==> config.mk <==
export PLATFORM = sky130hd
export DESIGN_NAME = sipc_top
export DESIGN_NICKNAME = d
export VERILOG_FILES = /design/src/sipc_pkg.sv /design/src/sipc_gate.sv /design/src/sipc_top.sv
export VERILOG_INCLUDE_DIRS = /design/src
export SDC_FILE = /design/constraint.sdc
export NUM_CORES = 1
export LEC_CHECK = 0
export BUFFER_PORTS_ARGS = -buffer_cell sky130_fd_sc_hd__buf_2
export CORE_MARGIN = 1.5
export CORE_UTILIZATION = 42
export DETAILED_ROUTE_END_ITERATION = 8
export HOLD_SLACK_MARGIN = 0.15
export PLACE_DENSITY = 0.79
export SLEW_MARGIN = 10
export SYNTH_ARGS = -nofsm -noshare
export SYNTH_HDL_FRONTEND = slang
export SYNTH_SLANG_ARGS = --single-unit
==> constraint.sdc <==
create_clock -name CLK_IN -period 1.9 [get_ports CLK_IN]
set_input_delay 0.19 -clock CLK_IN [delete_from_list [all_inputs] [get_ports CLK_IN]]
set_output_delay 0.19 -clock CLK_IN [all_outputs]
set_load 0.005 [all_outputs]
==> src/sipc_defs.svh <==
// register map, field positions, reset values and peripheral indices
`ifndef SIPC_DEFS_SVH
`define SIPC_DEFS_SVH

`define SIPC_AW        8
`define SIPC_DW        32
`define SIPC_OFF_CLK   8'h00
`define SIPC_OFF_MODE  8'h04
`define SIPC_OFF_CTRL  8'h08
`define SIPC_OFF_SRC   8'h0c
`define SIPC_OFF_STAT  8'h10
`define SIPC_RD_ZERO   32'h0000_0000
`define SIPC_CTL_RST   1'h0
`define SIPC_CLK_SUB   0
`define SIPC_CLK_STOP  1
`define SIPC_MODE_KIND 0
`define SIPC_CTRL_TRIG 0
`define SIPC_ST_MAIN   2
`define SIPC_ST_EN     8
`define SIPC_BYTE_W    8
`define SIPC_SRC_W     13
`define SIPC_SRC_RST   13'h0000
`define SIPC_S_T16W    0
`define SIPC_S_WSUB    1
`define SIPC_S_T8A_EXT 2
`define SIPC_S_T8A_T16 3
`define SIPC_S_T8B_EXT 4
`define SIPC_S_T8B_T16 5
`define SIPC_S_HLDB    6
`define SIPC_S_WDT2    7
`define SIPC_S_CSIA    8
`define SIPC_S_CSIB    9
`define SIPC_S_UARTA   10
`define SIPC_S_RTOTRG  11
`define SIPC_S_RTOSEL  12
`define SIPC_NP        18
`define SIPC_EN_RST    18'h0_0000
`define SIPC_P_IRQ     0
`define SIPC_P_PULSE   1
`define SIPC_P_T16     2
`define SIPC_P_T8A     3
`define SIPC_P_T8B     4
`define SIPC_P_HLDA    5
`define SIPC_P_HLDB    6
`define SIPC_P_WATCH   7
`define SIPC_P_WDT1    8
`define SIPC_P_WDT2    9
`define SIPC_P_CSIA    10
`define SIPC_P_CSIB    11
`define SIPC_P_TWS     12
`define SIPC_P_UARTA   13
`define SIPC_P_UARTB   14
`define SIPC_P_KEY     15
`define SIPC_P_ADC     16
`define SIPC_P_RTO     17

`endif

==> src/sipc_pkg.sv <==
// shared types of the subclock idle power controller
`default_nettype none

package sipc_pkg;
    typedef enum logic [1:0] {
        SIPC_NORMAL,
        SIPC_SUBCLK,
        SIPC_SUB_IDLE
    } sipc_mode_t;
endpackage

`default_nettype wire

==> src/sipc_gate.sv <==
// per-peripheral clock gating from operating mode and clock sources
`default_nettype none
`include "sipc_defs.svh"

module sipc_gate import sipc_pkg::*; (
    input  wire logic                   clk_in,
    input  wire logic                   resetn_in,
    input  wire sipc_mode_t             mode_in,
    input  wire logic                   main_run_in,
    input  wire logic [`SIPC_SRC_W-1:0] src_in,
    output var  logic [`SIPC_NP-1:0]    en_out
);
    logic                stopped;
    logic                t16_ok;
    logic [`SIPC_NP-1:0] ok_full;
    logic [`SIPC_NP-1:0] ok_sub;
    logic [`SIPC_NP-1:0] ok_stop;
    logic [`SIPC_NP-1:0] ok_idle;

    assign stopped = !main_run_in && (mode_in != SIPC_NORMAL);
    // main clock stopped: only subclock or pin clocked units run
    assign t16_ok = src_in[`SIPC_S_T16W] &&
                    (main_run_in || src_in[`SIPC_S_WSUB]);

    always_comb begin
        ok_full = {`SIPC_NP{1'h1}};
        ok_sub = ok_full;
        ok_sub[`SIPC_P_WDT1] = 1'h0;
        ok_stop = '0;
        ok_stop[`SIPC_P_IRQ] = 1'h1;
        ok_stop[`SIPC_P_KEY] = 1'h1;
        ok_stop[`SIPC_P_T16] = t16_ok;
        ok_stop[`SIPC_P_T8A] = src_in[`SIPC_S_T8A_EXT] ||
            (src_in[`SIPC_S_T8A_T16] && t16_ok);
        ok_stop[`SIPC_P_T8B] = src_in[`SIPC_S_T8B_EXT] ||
            (src_in[`SIPC_S_T8B_T16] && t16_ok);
        ok_stop[`SIPC_P_WATCH] = src_in[`SIPC_S_WSUB];
        ok_stop[`SIPC_P_HLDB] = src_in[`SIPC_S_HLDB];
        ok_stop[`SIPC_P_WDT2] = src_in[`SIPC_S_WDT2];
        ok_stop[`SIPC_P_CSIA] = src_in[`SIPC_S_CSIA];
        ok_stop[`SIPC_P_CSIB] = src_in[`SIPC_S_CSIB];
        ok_stop[`SIPC_P_UARTA] = src_in[`SIPC_S_UARTA];
        ok_stop[`SIPC_P_RTO] = src_in[`SIPC_S_RTOTRG] &&
            (src_in[`SIPC_S_RTOSEL] ? src_in[`SIPC_S_T8B_EXT]
                                    : src_in[`SIPC_S_T8A_EXT]);
        // idle stops the interrupt controller as well
        ok_idle = ok_stop;
        ok_idle[`SIPC_P_IRQ] = 1'h0;
        if (main_run_in) begin
            ok_idle[`SIPC_P_WATCH] = 1'h1;
        end
    end

    for (genvar i = 0; i < `SIPC_NP; i++) begin : g_en
        always_ff @(posedge clk_in or negedge resetn_in) begin
            if (!resetn_in) begin
                en_out[i] <= `SIPC_CTL_RST;
            end else if (mode_in == SIPC_SUB_IDLE) begin
                en_out[i] <= ok_idle[i];
            end else if (mode_in == SIPC_SUBCLK) begin
                en_out[i] <= main_run_in ? ok_sub[i] : ok_stop[i];
            end else begin
                en_out[i] <= ok_full[i];
            end
        end
    end
endmodule

`default_nettype wire

==> src/sipc_top.sv <==
// subclock idle power controller with avalon-mm register slave
`default_nettype none
`include "sipc_defs.svh"

// Functional notes
// - idle is entered only from subclock mode, with idle kind 0 and the trigger written 1.
// - in idle the oscillators run but the cpu clock and the main clocked peripheral clocks are cut.
// - in idle execution halts and ram and control state stay untouched.
// - in idle only subclock or pin clocked peripherals keep running, and the watch too while main runs.
// - main stopped: 16-bit timer counts only on watch irq with watch on subclock.
// - main stopped: 8-bit timers run only on pin clock or an enabled 16-bit match.
// - main stopped: watch, hold timer b and watchdog 2 need the subclock.
// - main stopped: clocked serial channels need their pin clock.
// - main stopped: async serial a needs its external baud pin.
// - main stopped: real-time output needs a pin clocked 8-bit timer trigger.
// - subclock select moves the system clock; main stop then halts the main osc.
// - an interrupt leaves idle to subclock mode, a reset to normal mode.

module sipc_top import sipc_pkg::*; #(
    parameter int WAKE_SRCS = 8
) (
    input  wire logic                  CLK_IN,
    input  wire logic                  RESETN_IN,
    input  wire logic [`SIPC_AW-1:0]   AVS_ADDRESS_IN,
    input  wire logic                  AVS_READ_IN,
    input  wire logic                  AVS_WRITE_IN,
    input  wire logic [`SIPC_DW-1:0]   AVS_WRITEDATA_IN,
    input  wire logic [3:0]            AVS_BYTEENABLE_IN,
    input  wire logic [WAKE_SRCS-1:0]  WAKE_REQ_IN,
    output var  logic [`SIPC_DW-1:0]   AVS_READDATA_OUT,
    output var  logic                  AVS_WAITREQUEST_OUT,
    output var  logic                  CPU_CLK_EN_OUT,
    output var  logic                  SYS_CLK_SUB_OUT,
    output var  logic                  MAIN_OSC_EN_OUT,
    output var  logic                  RAM_HOLD_OUT,
    output var  logic [`SIPC_NP-1:0]   PERIPH_EN_OUT,
    output var  logic [1:0]            MODE_OUT
);
    if (WAKE_SRCS < 1 || WAKE_SRCS > 32) begin : g_chk
        $error("WAKE_SRCS must lie between 1 and 32");
    end

    logic                   req;
    logic                   wr_take;
    logic                   wr_ok;
    logic                   trig;
    logic                   wake;
    logic [`SIPC_DW-1:0]    rd_val;
    logic                   clk_sub;
    logic                   osc_stop;
    logic                   idle_kind;
    logic [`SIPC_SRC_W-1:0] src;
    sipc_mode_t             mode;
    sipc_mode_t             next_mode;

    // bus handshake

    assign req = AVS_READ_IN || AVS_WRITE_IN;
    // a write lands only on the edge where waitrequest is seen low
    assign wr_take = AVS_WRITE_IN && !AVS_WAITREQUEST_OUT;
    // the cpu is halted in idle, so stores then are dropped
    assign wr_ok = wr_take && (mode != SIPC_SUB_IDLE);
    assign wake = |WAKE_REQ_IN;

    always_ff @(posedge CLK_IN or negedge RESETN_IN) begin
        if (!RESETN_IN) begin
            AVS_WAITREQUEST_OUT <= 1'h1;
        end else begin
            AVS_WAITREQUEST_OUT <= !(req && AVS_WAITREQUEST_OUT);
        end
    end

    always_comb begin
        rd_val = `SIPC_RD_ZERO;
        case (AVS_ADDRESS_IN)
            `SIPC_OFF_CLK: begin
                rd_val[`SIPC_CLK_SUB] = clk_sub;
                rd_val[`SIPC_CLK_STOP] = osc_stop;
            end
            `SIPC_OFF_MODE: begin
                rd_val[`SIPC_MODE_KIND] = idle_kind;
            end
            `SIPC_OFF_SRC: begin
                rd_val[`SIPC_SRC_W-1:0] = src;
            end
            `SIPC_OFF_STAT: begin
                rd_val[1:0] = mode;
                rd_val[`SIPC_ST_MAIN] = MAIN_OSC_EN_OUT;
                rd_val[`SIPC_ST_EN +: `SIPC_NP] = PERIPH_EN_OUT;
            end
            default: begin
                rd_val = `SIPC_RD_ZERO;
            end
        endcase
    end

    always_ff @(posedge CLK_IN or negedge RESETN_IN) begin
        if (!RESETN_IN) begin
            AVS_READDATA_OUT <= `SIPC_RD_ZERO;
        end else if (AVS_READ_IN && AVS_WAITREQUEST_OUT) begin
            AVS_READDATA_OUT <= rd_val;
        end
    end

    // clock control register

    always_ff @(posedge CLK_IN or negedge RESETN_IN) begin
        if (!RESETN_IN) begin
            clk_sub <= `SIPC_CTL_RST;
            osc_stop <= `SIPC_CTL_RST;
        end else if (wr_ok && AVS_BYTEENABLE_IN[0] &&
                     AVS_ADDRESS_IN == `SIPC_OFF_CLK) begin
            // main osc may stop only on subclock, and subclock
            // cannot be left while the main osc stays stopped
            clk_sub <= AVS_WRITEDATA_IN[`SIPC_CLK_SUB] ||
                (clk_sub && AVS_WRITEDATA_IN[`SIPC_CLK_STOP]);
            osc_stop <= AVS_WRITEDATA_IN[`SIPC_CLK_STOP] &&
                (AVS_WRITEDATA_IN[`SIPC_CLK_SUB] || clk_sub);
        end
    end

    // idle kind register

    always_ff @(posedge CLK_IN or negedge RESETN_IN) begin
        if (!RESETN_IN) begin
            idle_kind <= `SIPC_CTL_RST;
        end else if (wr_ok && AVS_BYTEENABLE_IN[0] &&
                     AVS_ADDRESS_IN == `SIPC_OFF_MODE) begin
            idle_kind <= AVS_WRITEDATA_IN[`SIPC_MODE_KIND];
        end
    end

    // clock source selections of the peripherals

    always_ff @(posedge CLK_IN or negedge RESETN_IN) begin
        if (!RESETN_IN) begin
            src <= `SIPC_SRC_RST;
        end else if (wr_ok && AVS_ADDRESS_IN == `SIPC_OFF_SRC) begin
            if (AVS_BYTEENABLE_IN[0]) begin
                src[`SIPC_BYTE_W-1:0] <= AVS_WRITEDATA_IN[`SIPC_BYTE_W-1:0];
            end
            if (AVS_BYTEENABLE_IN[1]) begin
                src[`SIPC_SRC_W-1:`SIPC_BYTE_W] <=
                    AVS_WRITEDATA_IN[`SIPC_SRC_W-1:`SIPC_BYTE_W];
            end
        end
    end

    // standby trigger is write-only and self-clearing
    assign trig = wr_ok && AVS_BYTEENABLE_IN[0] &&
                  AVS_ADDRESS_IN == `SIPC_OFF_CTRL &&
                  AVS_WRITEDATA_IN[`SIPC_CTRL_TRIG];

    // mode sequencing

    always_comb begin
        next_mode = mode;
        case (mode)
            SIPC_NORMAL: begin
                if (clk_sub) begin
                    next_mode = SIPC_SUBCLK;
                end
            end
            SIPC_SUBCLK: begin
                if (trig && !idle_kind) begin
                    next_mode = SIPC_SUB_IDLE;
                end else if (!clk_sub) begin
                    next_mode = SIPC_NORMAL;
                end
            end
            SIPC_SUB_IDLE: begin
                // reset path back to normal is the async reset itself
                if (wake) begin
                    next_mode = SIPC_SUBCLK;
                end
            end
            default: begin
                next_mode = SIPC_NORMAL;
            end
        endcase
    end

    always_ff @(posedge CLK_IN or negedge RESETN_IN) begin
        if (!RESETN_IN) begin
            mode <= SIPC_NORMAL;
        end else begin
            mode <= next_mode;
        end
    end

    // clock and retention outputs follow the next mode so they
    // change on the same edge as the mode itself

    always_ff @(posedge CLK_IN or negedge RESETN_IN) begin
        if (!RESETN_IN) begin
            CPU_CLK_EN_OUT <= 1'h1;
            RAM_HOLD_OUT <= 1'h0;
            SYS_CLK_SUB_OUT <= 1'h0;
            MODE_OUT <= SIPC_NORMAL;
        end else begin
            CPU_CLK_EN_OUT <= next_mode != SIPC_SUB_IDLE;
            RAM_HOLD_OUT <= next_mode == SIPC_SUB_IDLE;
            SYS_CLK_SUB_OUT <= next_mode != SIPC_NORMAL;
            MODE_OUT <= next_mode;
        end
    end

    // oscillator keeps running in idle; only the stop bit halts it
    always_ff @(posedge CLK_IN or negedge RESETN_IN) begin
        if (!RESETN_IN) begin
            MAIN_OSC_EN_OUT <= 1'h1;
        end else begin
            MAIN_OSC_EN_OUT <= !osc_stop;
        end
    end

    sipc_gate u_gate (
        .clk_in      (CLK_IN),
        .resetn_in   (RESETN_IN),
        .mode_in     (mode),
        .main_run_in (MAIN_OSC_EN_OUT),
        .src_in      (src),
        .en_out      (PERIPH_EN_OUT)
    );
endmodule

`default_nettype wire

==> results of run 1 <==
[final cells by class]
| type | count | area (um^2) |
|---|---|---|
| Fill cell | 486 | 2380 |
| Clock buffer | 12 | 145 |
| Sequential cell | 60 | 1510 |
| Clock inverter | 4 | 48.8 |
| Multi-Input combinational cell | 126 | 987 |
| Inverter | 8 | 30.0 |
| Timing Repair Buffer | 120 | 728 |
| Tap cell | 75 | 93.8 |
[cells by family after synthesis]
kind of cell               count (synthesis)  share of synthesized area, %
DFF                                       60                          58.2
and+or+nand+nor                           56                          13.8
AOI/OAI and AO/OA                         42                          12.3
buffers and inverters                     27                          6.10
muxes                                     17                          7.35
adders and majority gates                  4                          1.94
other                                      2                         0.290
[metal layers]
layer | GRT usage, % | vias up | routed length [um]
li1 | - | 964 | -
met5 | 0 | - | 0
met2 | 32.9 | 72 | 2920
met4 | 9.66 | 0 | 103
met1 | 24.0 | 981 | 2540
met3 | 3.44 | 12 | 313
[per-stage QoR]
stage           TNS, ns  utilization, %  setup WS [ns]  hold slack [ns]
2_1_floorplan         0               -         0.0237           -0.106
3_3_place_gp          0            52.8         0.0594            0.124
3_5_place_dp   -0.00203            52.8       -0.00203            0.134
4_1_cts               0            59.0        0.00730            0.252
5_1_grt          -0.271            59.8        -0.0574            0.288
6_report              0            59.8         0.0420            0.265
[flip-flops by register name, summed over array words and instances, names as in the netlist]
signal and count:
AVS_READDATA_OUT 23, AVS_WAITREQUEST_OUT 1, CPU_CLK_EN_OUT 1, MAIN_OSC_EN_OUT 1, MODE_OUT 2, RAM_HOLD_OUT 1, SYS_CLK_SUB_OUT 1, clk_sub 1
idle_kind 1, osc_stop 1, src 13, u_gate.en_out 14
[timing repair]
action / 4_1_cts / 5_1_grt
pin swaps: 2 / 2
hold buffers: 16 / 0
endpoints found under the hold margin: 32 / 0
resized for setup: 0 / 5
endpoints found under the setup margin: 3 / 18
setup buffers: 2 / 3
[critical path, delay by kind of cell, from the launching register on]
kind | cells | cell delay, ns
adders and majority gates | 1 | 0.17
buffers and inverters | 1 | 0.07
DFF | 1 | 0.37
muxes | 1 | 0.34
and+or+nand+nor | 3 | 0.78
[cells in the mapped netlist, types with 2 or more instances]
master / instances
nor2_1: 4
buf_2: 3
ha_1: 4
clkbuf_1: 2
mux2_2: 16
nor3_1: 2
nor4bb_1: 2
o21ai_0: 9
a21oi_1: 3
o31ai_1: 2
or2_2: 7
a211o_1: 2
dfrtp_1: 57
dfstp_2: 3
nand2_1: 20
or4_4: 2
a22oi_1: 5
nand3_1: 4
a22o_1: 14
inv_1: 8
o22a_2: 2
or4_1: 2
buf_4: 14
conb_1: 2
[power by group]
part	total, mW	internal [mW]	switching (mW)
clock network	1.11	0.640	0.470
logic	0.331	0.161	0.169
registers	1.33	1.31	0.0209
[path summary, 6_finish.rpt]
| path | start | to | cells past startpoint |
|---|---|---|---|
| hold reg to reg | osc_stop$_DFFE_PN0P_ | MAIN_OSC_EN_OUT$_DFF_PN1_ | 1 |
| hold / removal | AVS_ADDRESS_IN[0] | AVS_READDATA_OUT[0]$_DFFE_PN0P_ | 3 |
| setup reg to reg | MODE_OUT[0]$_DFF_PN0_ | src[1]$_DFFE_PN0P_ | 6 |
| min in group asynchronous | RESETN_IN | src[0]$_DFFE_PN0P_ | 2 |
| setup / recovery | MODE_OUT[0]$_DFF_PN0_ | src[1]$_DFFE_PN0P_ | 6 |
| max in group asynchronous | RESETN_IN | u_gate.en_out[13]$_DFF_PN0_ | 3 |
==> results.md, run 1 <==
- Clock network latency to the later pin of the worst-skew pair: roughly 0.33 ns
- CTS H-tree depth: 3
- First drt pass iteration count: 4
- IR drop worst, VDD: 0.000493 V
- Crit path capture type: register
- Inst Count DP: around 370
- Cell breakdown of the critical path: inv_2, ha_4, nor4bb_4, nor3b_4, nand3_4, mux2_4
- Number of buffers inserted during clock tree synthesis: 9
- Max-cap viol count: 0
- Final Max Slew Viols: 0
- 1st-iter DRT viols: 69
- Number of antenna violations at the first check in global routing: 0
- Total power: 2.77 mW
- Average via count per standard cell: 5.01
- Most frequent cells in the layout: buf_2 (85), dfrtp_1 (57), nand2_1 (20)
- EDFF count, synth: 0
- Area leader, netlist: dfrtp_1
- Number of design rule violations left after detail routing: 0
- CP max stage cell: dfrtp_1
- Via total after detailed routing: 2,029
- Largest net degree at the start of global routing: 25
- Floorplan die area: 6640 um^2
- Leak Pwr: approximately 1.8 nW
- Remaining global-route overflow: 0
- Top post-synthesis cells by area: dfrtp_1 (55%), mux2_2 (7.0%), a22o_1 (4.7%), buf_4 (4.1%), dfstp_2 (3.0%)
- Launching element type of the critical path: register
- TritonCTS Sinks: 60
- Tightest slew margin relative to the limit: 65.1%
- Flops & latches, synth: 60
- Layout cell share with drive strength beyond 1: between 40% and 50%
- Routed wirelength normalized by instance count: approximately 15 um
- Inserted Diodes: 0
- Placement-stage cell area: between 3000 and 4000 um^2
- Worst Max-Slew Pin Slew: about 0.52 ns
- Antenna viol nets, final: 0
- Type of the setup path with the least slack: reg2reg
- Arrival time reported for the critical path endpoint: between 2 and 2.5 ns
- Combined global-route utilization of all metal layers: about 20%
- Worst-path fanout max: 8
- Area of the core: about 5900 um^2
- Post-synthesis async set-or-reset flop share: 100%
- Cell area power density: between 700 and 800 nW/um^2
- Outcome: complete, no violations
- Die span in x: between 80 and 90 um
- Boundary Pins: approximately 110
- Setup skew after layout: 0.00983 ns
- Fin cells: between 400 and 500
- Final #Nets: 385
- RSZ-0062 raised after global routing: true
- Final weighted congestion in routability-driven placement: 0.864
- Worst min-delay path class: in2reg
- Crit path required time: about 2.1 ns
- Most frequent standard cell in the layout excluding fill and tap cells: buf_2
- Shortest clock period the worst path allows after layout: approximately 1.9 ns
- Initial cell density of the core: a little over two fifths
- Synthesized instance count: around 210
- Synthesis-to-finish area growth: 36.8%
- Die Ht: 81.5 um
- Sequential-to-total area share from yosys stat: ~58%
- Count of input and output buffers: 85
- Setup-failing EPs final: 0
- Fraction of post-synthesis cell area in the top cell type by area: 55.2%
- Final routed wirelength across all metal layers: 5880 um
- Number of core rows: 28
- Reg-to-reg slack, setup: 0.04 ns
- Clock root buffer: clkbuf_8
- Mapped Avg Cell Area: roughly 12 um^2
- Final non-filler cell area: 3540 um^2
- Max clock buf depth: 2
- Synth Flop Type: dfrtp_1
- Number of global-route vias before repair: just over 2,000
- Count of endpoints failing hold in the final timing report: 0
- Number of distinct library cells after synthesis: 43
- Highest Clock Rate: 0.538 GHz
- Detailed-placement wirelength estimate: about 4400 um
- Mapped cell area: 2590 um^2
- Final critical-path share of the clock period: 97.8%
- Synthesis warning total: 0
- Worst-path clk slew: approximately 0.07 ns
- TritonCTS clock tree: built
- Wire length of the first global-routing pass: around 9500 um
- Slowest cell delay on critical path: roughly 0.37 ns
Power figures use the tool's default switching activity.
==> run 2: changes to the inputs <==
- CORE_UTILIZATION: 42 -> 45
- PLACE_DENSITY: 0.79 -> 0.8
- clock period: 1.9 -> 2.3 ns (I/O delays scaled with it)
==> run 2 against run 1 <==
Utilization increased by 1.3 points. Final area is 4.3% lower. Register-to-register slack improved by 0.19 ns. Die area down 6.4%. Highest routed layer unchanged. Hold slack worse by 0.096 ns. Setup slack better by 0.19 ns. Sequential cell count did not move. Total power decreased by 23%. Global-route usage is 0.47 points higher. Clock power shrank 28%.
==> results.md, run 2 (synthesis gave the netlist of run 1 again) <==
- Final #Nets: 373 (-3.1%)
- Number of buffers inserted during clock tree synthesis: 9 (unchanged)
- Number of core rows: 27 (-3.6%)
- Worst-path clk slew: 0.07 ns (about the same)
- Routed wirelength normalized by instance count: 14.9 um (+2.4%)
- Fin cells: 390 (-3.7%)
- Most frequent standard cell in the layout excluding fill and tap cells: buf_2
- Max-cap viol count: 0 (unchanged)
- Initial cell density of the core: 46.7% (+3.0 points)
- CP max stage cell: dfrtp_1
- Setup WS post-layout: 0.235 ns (+0.193 ns)
- Largest net degree at the start of global routing: 36 (+44%)
- Average via count per standard cell: 5.08 (+1.4%)
- Leak Pwr: 1.69 nW (-4.6%)
- Remaining global-route overflow: 0 (unchanged)
- Final Util: 61.1% (+1.3 points)
- Inserted Diodes: 0 (unchanged)
- Clock network latency to the later pin of the worst-skew pair: 0.34 ns (about the same)
- Inst Count DP: 359 (-2.4%)
- Setup skew after layout: 0.00861 ns (-0.00123 ns)
- Post-place setup slack: 0.255 ns (+0.257 ns)
- Worst min-delay path class: in2reg
- Crit path capture type: register
- Final weighted congestion in routability-driven placement: 0.851 (-1.6%)
- Final routed wirelength across all metal layers: 5800 um (-1.4%)
- Detailed-placement wirelength estimate: 4100 um (-6.2%)
- Final non-filler cell area: 3380 um^2 (-4.3%)
- TritonCTS clock tree: built
- Arrival time reported for the critical path endpoint: 2.28 ns (+0.20 ns)
- Hold slack final: 0.169 ns (-0.0959 ns)
- Area of the core: 5540 um^2 (-6.4%)
- Final critical-path share of the clock period: 89.8% (-8.0 points)
- Tightest slew margin relative to the limit: 57.9% (-7.2 points)
- Type of the setup path with the least slack: reg2reg
- First drt pass iteration count: 4 (unchanged)
- Floorplan die area: 6210 um^2 (-6.4%)
- Biggest regs: AVS_READDATA_OUT: 23 flops, u_gate.en_out: 14 flops, src: 13 flops
- Final sum of negative setup slack: 0 ns (unchanged)
- Count of input and output buffers: 85 (unchanged)
- Post-CTS Resized: 0 (unchanged)
- Highest Clock Rate: 0.484 GHz (-10%)
- Number of global-route vias before repair: 1,837 (-9.7%)
- Placement-stage cell area: 3070 um^2 (-1.7%)
- Post-CTS Setup Inserts: 0 (-2)
- Count of endpoints failing hold in the final timing report: 0 (unchanged)
- Number of design rule violations left after detail routing: 0 (unchanged)
- Shortest clock period the worst path allows after layout: 2.06 ns (+0.207 ns)
- Total power: 2.12 mW (-23%)
- Boundary Pins: 113 (unchanged)
- Layout cell share with drive strength beyond 1: 44.3% (-3.5 points)
- Die span in x: 78.8 um (-3.3%)
- Die Ht: 78.8 um (-3.3%)
- TritonCTS Sinks: 60 (unchanged)
- Setup-failing EPs final: 0 (unchanged)
- Wire length of the first global-routing pass: 9110 um (-4.6%)
- Max reg flops: 23 (unchanged)
- Combined global-route utilization of all metal layers: 20.0% (+0.47 points)
- Antenna viol nets, final: 0 (unchanged)
- Max clock buf depth: 2 (unchanged)
- Outcome: complete, no violations
- Fill cell instance count of the final layout: 485 (-0.21%)
- Cell breakdown of the critical path: ha_1, nor4bb_1, nor3b_4, nand3_4, mux2_2
- Synthesis-to-finish area growth: 30.9%
- Crit path required time: 2.52 ns (+0.40 ns)
- Most frequent cells in the layout: buf_2 (85), dfrtp_1 (57), nand2_1 (20)
- Final Max Slew Viols: 0 (unchanged)
- IR drop worst, VDD: 0.000430 V (-13%)
- 1st-iter DRT viols: 97 (+41%)
- Worst-path fanout max: 8 (unchanged)
- Most flops, register: AVS_READDATA_OUT
- Number of antenna violations at the first check in global routing: 0 (unchanged)
- Cell area power density: 628 nW/um^2 (-20%)
- Quantity of hold-fixing buffers added after cts: 15 (-1)
- CTS H-tree depth: 3 (unchanged)
- Slowest cell delay on critical path: 0.44 ns (+0.07 ns)
- Clock root buffer: clkbuf_8
- Worst Max-Slew Pin Slew: 0.623 ns (+0.107 ns)
- RSZ-0062 raised after global routing: false
- Via total after detailed routing: 1,982 (-2.3%)
- Launching element type of the critical path: register
[run 2: changes by cell type in the layout (fill, tap and decap cells not counted), moves of 2 or more]
cell,change
clkbuf_1,+2
mux2_4,-2
mux2_2,+2
buf_4,-12
[run 2: final timing paths]
| path | start | end | slack [ns] | cells past startpoint |
|---|---|---|---|---|
| worst min register to register | osc_stop$_DFFE_PN0P_ | MAIN_OSC_EN_OUT$_DFF_PN1_ | 0.41 | 1 |
| max in group asynchronous | RESETN_IN | CPU_CLK_EN_OUT$_DFF_PN1_ | 1.23 | 3 |
| worst max register to register | MODE_OUT[1]$_DFF_PN0_ | src[6]$_DFFE_PN0P_ | 0.24 | 5 |
| worst max-delay path | MODE_OUT[1]$_DFF_PN0_ | src[6]$_DFFE_PN0P_ | 0.24 | 5 |
| min in group asynchronous | RESETN_IN | idle_kind$_DFFE_PN0P_ | 0.43 | 2 |
| worst min-delay path | AVS_WRITEDATA_IN[0] | clk_sub$_DFFE_PN0P_ | 0.17 | 3 |
[run 2: worst max-delay path, delay by kind of cell, from the launching register on]
kind,cells,cell delay [ns]
fa+ha+maj,1,0.24
simple gates,3,0.96
flops,1,0.44
mux,1,0.32
[run 2: layout make-up]
type / instances / area (um^2) / area share, %
sequential: 60 / 1510 / 44.5
clock buffer: 14 / 153 / 4.51
multi-input combinational: 126 / 948 / 28.0
tap: 72 / 90.1 / 2.66
clock inverter: 2 / 10.0 / 0.296
inverter: 8 / 30.0 / 0.887
timing repair buffer: 108 / 648 / 19.1
[run 2: metal layers]
layer	wire length, um	up-vias	track usage [%]
met5	0	-	0
met1	2560	960	26.0
met4	126	0	10.5
met2	2790	75	31.6
li1	-	938	-
met3	316	9	3.91
[run 2: report_power, final]
group | total, mW | leakage (nW) | switching (mW) | internal [mW]
Clock | 0.796 | 0.0844 | 0.377 | 0.418
Combinational | 0.231 | 0.853 | 0.125 | 0.106
Sequential | 1.10 | 0.757 | 0.0140 | 1.08
